File: src/logic/lmem_pkg.sv
// Constants and types for the local memory strobe controller.
// Assumes a single 200 MHz clock domain.
package lmem_pkg;
  localparam int unsigned num_banks = 6;
  localparam int unsigned addr_width = 21;
  localparam logic [5:0] cs_idle = 6'h3f;
  localparam logic [3:0] we_idle = 4'hf;
  localparam logic [1:0] width_32 = 2'h0;
  localparam logic [1:0] width_16 = 2'h1;
  localparam logic [1:0] width_8 = 2'h2;
  localparam logic [1:0] sub_block_mask = 2'h3;
  typedef enum logic [1:0] {
    st_idle = 2'b00,
    st_access = 2'b01,
    st_finish = 2'b11
  } state_t;
endpackage

File: src/logic/lmem_strobes.sv
// Local memory bus strobe generator: chip selects, output enable,
// per-lane write strobes and word address stepping.
// Assumes requests come from logic on the same clock.
// Word count, bank, width and lane enables are sampled with the request.
`timescale 1ns/1ps
module lmem_strobes #(
  parameter int unsigned aw = lmem_pkg::addr_width
) (
  input wire logic clk,
  input wire logic rst,
  input wire logic req_valid,
  output logic req_ready,
  input wire logic req_write,
  input wire logic [2:0] req_bank,
  input wire logic [1:0] req_width,
  input wire logic req_sub_block,
  input wire logic [aw-1:0] req_word_addr,
  input wire logic [1:0] req_byte_addr,
  input wire logic [3:0] req_byte_en,
  input wire logic [3:0] req_words,
  input wire logic word_done,
  output logic busy,
  output logic [aw-1:0] mem_addr,
  output logic [5:0] mem_cs_n,
  output logic mem_oe_n,
  output logic [3:0] mem_we_n
);
  lmem_pkg::state_t state, next_state;
  // Captured request
  logic [aw-1:0] base, next_base;
  logic [3:0] offset, next_offset;
  logic [3:0] left, next_left;
  logic write, next_write;
  logic sub_block, next_sub_block;
  logic [2:0] bank, next_bank;
  logic [1:0] width, next_width;
  logic [1:0] byte_addr, next_byte_addr;
  logic [3:0] byte_en, next_byte_en;
  logic [aw-1:0] next_mem_addr;
  logic [5:0] next_mem_cs_n;
  logic next_mem_oe_n;
  logic [3:0] next_mem_we_n;
  logic [3:0] lanes;
  logic active;
  logic [5:0] cs_hit;
  logic [3:0] lane_we_n;

  // Handshake outputs decode the state directly
  assign req_ready = (state == lmem_pkg::st_idle);
  assign busy = (state != lmem_pkg::st_idle);

  // Sequencer and request capture. A word count of zero runs one word,
  // and a bank code past the last bank falls back to bank 0 so that
  // exactly one chip select is ever driven.
  always_comb begin
    next_state = state;
    next_base = base;
    next_offset = offset;
    next_left = left;
    next_write = write;
    next_sub_block = sub_block;
    next_bank = bank;
    next_width = width;
    next_byte_addr = byte_addr;
    next_byte_en = byte_en;
    unique case (state)
      lmem_pkg::st_idle: begin
        if (req_valid) begin
          next_state = lmem_pkg::st_access;
          next_base = req_word_addr;
          next_offset = 4'h0;
          next_left = (req_words == 4'h0) ? 4'h1 : req_words;
          next_write = req_write;
          next_sub_block = req_sub_block;
          next_bank = (req_bank < 3'(lmem_pkg::num_banks)) ? req_bank : 3'h0;
          next_width = req_width;
          next_byte_addr = req_byte_addr;
          next_byte_en = req_byte_en;
        end
      end
      lmem_pkg::st_access: begin
        if (word_done) begin
          // Each finished word advances the order counter
          next_offset = offset + 4'h1;
          next_left = left - 4'h1;
          if (left == 4'h1) begin
            next_state = lmem_pkg::st_finish;
          end
        end
      end
      // One quiet cycle here, then at least one quiet idle cycle, between transfers
      lmem_pkg::st_finish: begin
        next_state = lmem_pkg::st_idle;
      end
      // Unused state code returns to idle
      default: begin
        next_state = lmem_pkg::st_idle;
      end
    endcase
  end

  // Sequencer registers
  always_ff @(posedge clk or posedge rst) begin
    if (rst) begin
      state <= lmem_pkg::st_idle;
      base <= '0;
      offset <= 4'h0;
      left <= 4'h0;
      write <= 1'b0;
      sub_block <= 1'b0;
      bank <= 3'h0;
      width <= lmem_pkg::width_32;
      byte_addr <= 2'h0;
      byte_en <= 4'h0;
    end else begin
      state <= next_state;
      base <= next_base;
      offset <= next_offset;
      left <= next_left;
      write <= next_write;
      sub_block <= next_sub_block;
      bank <= next_bank;
      width <= next_width;
      byte_addr <= next_byte_addr;
      byte_en <= next_byte_en;
    end
  end

  // Pin registers. Every pin group is computed from the next state
  // so the pins move on the same edge as the sequencer and no request
  // input reaches a pin without passing a flip-flop.
  assign active = (next_state == lmem_pkg::st_access);
  assign lanes = next_byte_en;

  // Address group
  always_comb begin
    if (next_sub_block) begin
      // Sub-block order stays inside the aligned four-word block
      next_mem_addr = {next_base[aw-1:2],
        next_base[1:0] ^ next_offset[1:0]};
    end else begin
      // Linear order may cross any block boundary
      next_mem_addr = next_base + aw'(next_offset);
    end
  end

  always_ff @(posedge clk or posedge rst) begin
    if (rst) begin
      mem_addr <= '0;
    end else begin
      mem_addr <= next_mem_addr;
    end
  end

  // Select group: one chip select per bank
  for (genvar b = 0; b < lmem_pkg::num_banks; b++) begin : g_cs
    assign cs_hit[b] = active && (next_bank == 3'(b));
  end

  always_comb begin
    next_mem_cs_n = ~cs_hit;
    // Reads only, so the bank never fights a write on the data bus
    next_mem_oe_n = ~(active && !next_write);
  end

  always_ff @(posedge clk or posedge rst) begin
    if (rst) begin
      mem_cs_n <= lmem_pkg::cs_idle;
      mem_oe_n <= 1'b1;
    end else begin
      mem_cs_n <= next_mem_cs_n;
      mem_oe_n <= next_mem_oe_n;
    end
  end

  // Strobe group. Per-lane enables serve full-width ports; narrow
  // ports reuse the same lines as enables and address bits.
  for (genvar l = 0; l < 4; l++) begin : g_lane
    assign lane_we_n[l] = ~(next_write && lanes[l]);
  end

  always_comb begin
    next_mem_we_n = lmem_pkg::we_idle;
    if (active) begin
      unique case (next_width)
        lmem_pkg::width_16: begin
          // Two byte enables; line 1 parked low, line 2 high
          next_mem_we_n[3] = ~(next_write && (lanes[3] || lanes[1]));
          next_mem_we_n[2] = 1'b1;
          next_mem_we_n[1] = 1'b0;
          next_mem_we_n[0] = ~(next_write && (lanes[2] || lanes[0]));
        end
        lmem_pkg::width_8: begin
          // One byte enable; lines 2 and 1 carry the byte address
          next_mem_we_n[3] = 1'b1;
          next_mem_we_n[2] = next_byte_addr[1];
          next_mem_we_n[1] = next_byte_addr[0];
          next_mem_we_n[0] = ~(next_write && (|lanes));
        end
        default: begin
          // Full width and the unused width code strobe per lane
          next_mem_we_n = lane_we_n;
        end
      endcase
    end
  end

  // Strobes park high in reset
  always_ff @(posedge clk or posedge rst) begin
    if (rst) begin
      mem_we_n <= lmem_pkg::we_idle;
    end else begin
      mem_we_n <= next_mem_we_n;
    end
  end
endmodule

File: config.mk
export PLATFORM = sky130hd
export DESIGN_NAME = lmem_strobes
export DESIGN_NICKNAME = d
export VERILOG_FILES = /design/src/logic/lmem_pkg.sv /design/src/logic/lmem_strobes.sv
export SDC_FILE = /design/constraint.sdc
export NUM_CORES = 1
export LEC_CHECK = 0
export BUFFER_PORTS_ARGS = -buffer_cell sky130_fd_sc_hd__buf_2
export CORE_UTILIZATION = 58
export DETAILED_ROUTE_END_ITERATION = 6
export PLACE_DENSITY_LB_ADDON = 0.05
export SLEW_MARGIN = 0
export SYNTH_ARGS = -nofsm -noshare
export SYNTH_HDL_FRONTEND = slang
export SYNTH_SLANG_ARGS = --single-unit
export TNS_END_PERCENT = 5
File: constraint.sdc
create_clock -name clk -period 6.4 [get_ports clk]
set_input_delay 0.96 -clock clk [delete_from_list [all_inputs] [get_ports clk]]
set_output_delay 0.96 -clock clk [all_outputs]
set_load 0.1 [all_outputs]
Yosys cells after proc, flatten, opt, wreduce, memory -nomap -nowiden
Index checks and enable logic that the tools add are counted.
- add/sub/neg operators: 3
- magnitude comparators: 1
- equal/unequal tests: 12
- mux-type cells: 29
- bitwise operators: 10
- reductions and logical operators: 24
- operator list (cell ; number):
    $mux 21 ; 3
    $mux 4 ; 8
    $pmux 4 s2 ; 3
    $add 21x4->21 ; 1
    $logic_and 1x1->1 ; 14
    $mux 2 ; 7
    $mux 3 ; 3
    $not 1->1 ; 8
    $eq 2x1->1 const B ; 3
    $eq 3x2->1 const B ; 2
    $eq 3x3->1 const B ; 2
    $not 6->6 ; 1
    $add 4x1->4 const B ; 1
    $eq 4x1->1 const B ; 1
    $logic_not 4->1 ; 1
    $mux 1 ; 4
    $ne 2x2->1 const B ; 2
    $pmux 2 s2 ; 1
    $reduce_bool 2->1 ; 2
    $reduce_or 4->1 ; 1
    $sub 4x1->4 const B ; 1
    $eq 3x1->1 const B ; 1
    $logic_not 3->1 ; 1
    $lt 3x3->1 const B ; 1
    6 further kinds ; 7
- register bits: 76
- input bits: 42
- output and inout port bits: 34
- logic and storage cells: 93

Depth between registers and ports, before layout
- depth after elaboration: 7
- gate-level depth with buffers: 13
- mapped depth without buffers: 11

Worst setup path before layout
OpenSTA, ideal clock, no wires.
- path type: input-to-reg
- from: in req_valid
- to: reg mem_addr[8]
- library setup time: 0.122 ns
- arrival time: 3.495 ns
- slack: 2.783 ns
- cell stages on the path: 11
- buffers on the path: 3
- cell sequence: nor3b_1 -> buf_2 -> buf_2 -> buf_2 -> a21oi_1 -> fa_1 -> a21o_1 -> a21oi_1 -> nor2_1 -> and3_1 -> xor2_1
- cells in the longest elaborated chain, start to end: 4
- elaborated cells between the ends (all ways): 8
- classes of those cells: add/sub (1); mux (7)
- RTL lines (element ; RTL line ; text):
    from (decl) ; lmem_strobes.sv:11 ; input wire logic req_valid,
    $mux 4 ; lmem_strobes.sv:68 ; if (req_valid) begin
    $pmux 4 s2 ; lmem_strobes.sv:66 ; unique case (state)
    via next_offset[1] ; lmem_strobes.sv:31 ; logic [3:0] offset, next_offset;
    $add 21x4->21 ; lmem_strobes.sv:143 ; next_mem_addr = next_base + aw'(next_offset);
    $mux 21 ; lmem_strobes.sv:137 ; if (next_sub_block) begin
    via next_mem_addr[8] ; lmem_strobes.sv:39 ; logic [aw-1:0] next_mem_addr;
    to (signal assigned) ; lmem_strobes.sv:151 ; mem_addr <= next_mem_addr;
    to (decl) ; lmem_strobes.sv:23 ; output logic [aw-1:0] mem_addr,
The timed path passes the listed nets, and every way through them passes these cells.
A chain may end at the register's enable or synchronous reset.

Worst setup path in the final report
Ends and elaborated chain as after synthesis.

==> impl_metrics.json <==
{
  "grt_pass1_wl_mm": 11.92,
  "setup_slack_ps": 2866,
  "synthFlopType": "dfrtp_1",
  "ant_nets": 0,
  "fin_crit_ps": 3534,
  "synth-compound-area-share": 0.09392,
  "final.setup_skew_ps": 11.96,
  "cts_resized": 0,
  "vias": 2739,
  "async_reset_ff_frac": 1.000,
  "crit_required_ps": 6630,
  "diodes": 0,
  "coreArea_sq_um": 5642,
  "arrival_ps": 3760,
  "syn2layout_area_growth_pct": 18.89,
  "die_area_sq_um": 6308,
  "reg2reg_depth": 8,
  "critPathCaptureType": "flop",
  "grt_max_degree": 77,
  "crit_slowest_cell": "nor3b_2",
  "cts_setup_buffers": 0,
  "drv_cap": 0,
  "die_h_um": 79.43,
  "grt_pass1_vias": 2726,
  "drc": 0,
  "synth-adder-area-share": 0.03814,
  "avgViaCountPerCell": 5.435,
  "io_buffer_count": 75,
  "wl_per_cell_um": 14.22,
  "clockBufferDepth": 2,
  "rsz0062_at_grt": "no",
  "timing.fmax_ghz": 0.2830,
  "clkLatencyLatePin_ps": 350,
  "finalWirelength_mm": 7.169,
  "die_w_um": 79.43,
  "cp-start-kind": "input port",
  "ctsHoldBuffers": 0,
  "syn_avg_cell_area_sq_um": 10.02,
  "critical_path.max_stage_delay_ps": 830,
  "outcome": "finished clean",
  "final_nets": 479,
  "cts.sinks": 76,
  "mostFrequentLayoutCells": "105 x nand2_1, 75 x buf_2, 65 x dfrtp_1",
  "worst-path-buf-inv": 1,
  "clk_pin_slew_worst_paths_ps": 80,
  "place.detailed.hpwl_mm": 4.909,
  "overflow": 0,
  "final_common_cell": "nand2_1",
  "cts_tree": "done",
  "finalHoldViolCount": 0,
  "cts-root-buf": "clkbuf_8",
  "yosysWarnings": 0,
  "place_ws_ps": 2537,
  "synth_xor_area_frac": 0.04030,
  "ios": 76,
  "drtIter0Drc": 156,
  "synth_nets": 399,
  "setup_viol_count_final": 0,
  "cp_common_cell": "a21oi_1",
  "drive_gt1_frac": 0.2685,
  "rows": 27,
  "synthesis.area_sq_um": 3477,
  "antenna_found_initial": 0,
  "setup-tns-final_ps": 0,
  "yosys.area_share.simple": 0.2130,
  "post-route-period-util": 0.5522,
  "ys_types": 47,
  "synth-seq-area-share": 0.5509,
  "crit_fanout": 18,
  "floorplan.initialDensity": 0.6163,
  "worst_slew_pin_slew_ps": 1042,
  "crit_chain": "buf_2 > nor3b_2 > a21oi_1 > fa_1 > a21o_1 > a21oi_1 > nor2_1 > and3_1 > xor2_1",
  "synth_top_family_by_area": "simple AND/OR/NAND/NOR gates",
  "utilization": 0.7328,
  "numCtsBuffers": 9,
  "criticalPathCategory": "in -> reg",
  "slew_violations": 0,
  "worst-path-stages": 9,
  "syn_inst": 347,
  "relSlewSlack": 0.3021,
  "grt_util_all_layers": 0.2516,
  "holdCritPathClass": "reg -> reg",
  "htreeDepth": 3,
  "drtPass1Iterations": 4,
  "crit_family": "simple AND/OR/NAND/NOR gates",
  "holdPathStages": 2,
  "ys_seq_elements": 76,
  "synth_edf_count": 0,
  "synthMuxAreaShare": 0.03778,
  "gp_congestion": 0.8164
}
==> synthesized netlist by cell type (4+ instances only) <==
library cell  count  share of area
a211oi_1          4         0.0086
mux2i_1          12          0.035
clkbuf_1          6         0.0065
o21ai_0          10          0.014
nor2_1           12          0.013
nand3b_1          7          0.015
and3_1            4         0.0072
xor2_1            4          0.010
ha_1              9          0.032
a21oi_1           9          0.013
nand3_1          11          0.016
and2_1            5         0.0090
inv_1            14          0.015
dfstp_2          11          0.083
dfrtp_1          65           0.47
xnor2_1          12          0.030
nand2_1         105           0.11
==> kinds of logic after synthesis <==
| logic type | count (synthesis) |
|---|---|
| buf+inv | 23 |
| fa+ha+maj | 10 |
| flops | 76 |
| compound gates | 46 |
| mux | 13 |
| xor+xnor | 16 |
| simple gates | 163 |
==> registers in the layout (all words and copies together) (netlist names), 2 cells and up <==
signal	count
bank	3
base	21
byte_addr	2
byte_en	4
left	4
mem_addr	21
mem_cs_n	6
mem_we_n	4
offset	4
state	2
width	2
==> final timing paths <==
| check | to | slack, ps | from |
|---|---|---|---|
| worst max-delay path | mem_addr[8] | 2870 | req_valid |
| worst min-delay path | byte_addr[0] | 490 | byte_addr[0] |
| worst max register to register | mem_addr[8] | 3100 | state[1] |
| worst min register to register | byte_addr[0] | 490 | byte_addr[0] |
| max in group asynchronous | width[0] | 4940 | rst |
| min in group asynchronous | mem_addr[2] | 890 | rst |
==> routing by layer <==
metal / vias to the layer above / part of all wire / routed length, um / global-route usage
li1: 1333 / - / - / -
met1: 1309 / 0.44 / 3127 / 0.3037
met2: 83 / 0.50 / 3616 / 0.4256
met3: 14 / 0.042 / 299 / 0.04343
met4: 0 / 0.017 / 125 / 0.1400
met5: - / 0 / 0 / 0
==> layout make-up <==
class                           count  area (sq um)
Tap cell                           72         90.09
Fill cell                         416          1508
Clock inverter                      5         60.06
Sequential cell                    76          1916
Timing Repair Buffer               78         397.9
Inverter                           14         52.55
Multi-Input combinational cell    248          1476
Clock buffer                       11         141.4
==> through the flow <==
| step | std cells | instance area (sq um) | hold WS, ps |
|---|---|---|---|
| after floorplan | 347 | 3477 | 439.1 |
| after global placement | 488 | 3933 | 458.2 |
| after detailed placement | 488 | 3933 | 464.2 |
| after CTS | 504 | 4134 | 488.5 |
| after global routing | 504 | 4134 | 521.1 |
| final | 504 | 4134 | 487.2 |
==> worst reg2reg max path, delay by kind of cell, from the launching register on <==
family	cells	cell delay, ps
simple gates	3	1260
compound gates	3	810
fa+ha+maj	1	520
flops	1	450
xor+xnor	1	140
Power is not shown: default switching activity piles up to over one toggle a cycle in this logic, so the estimate is an artifact.
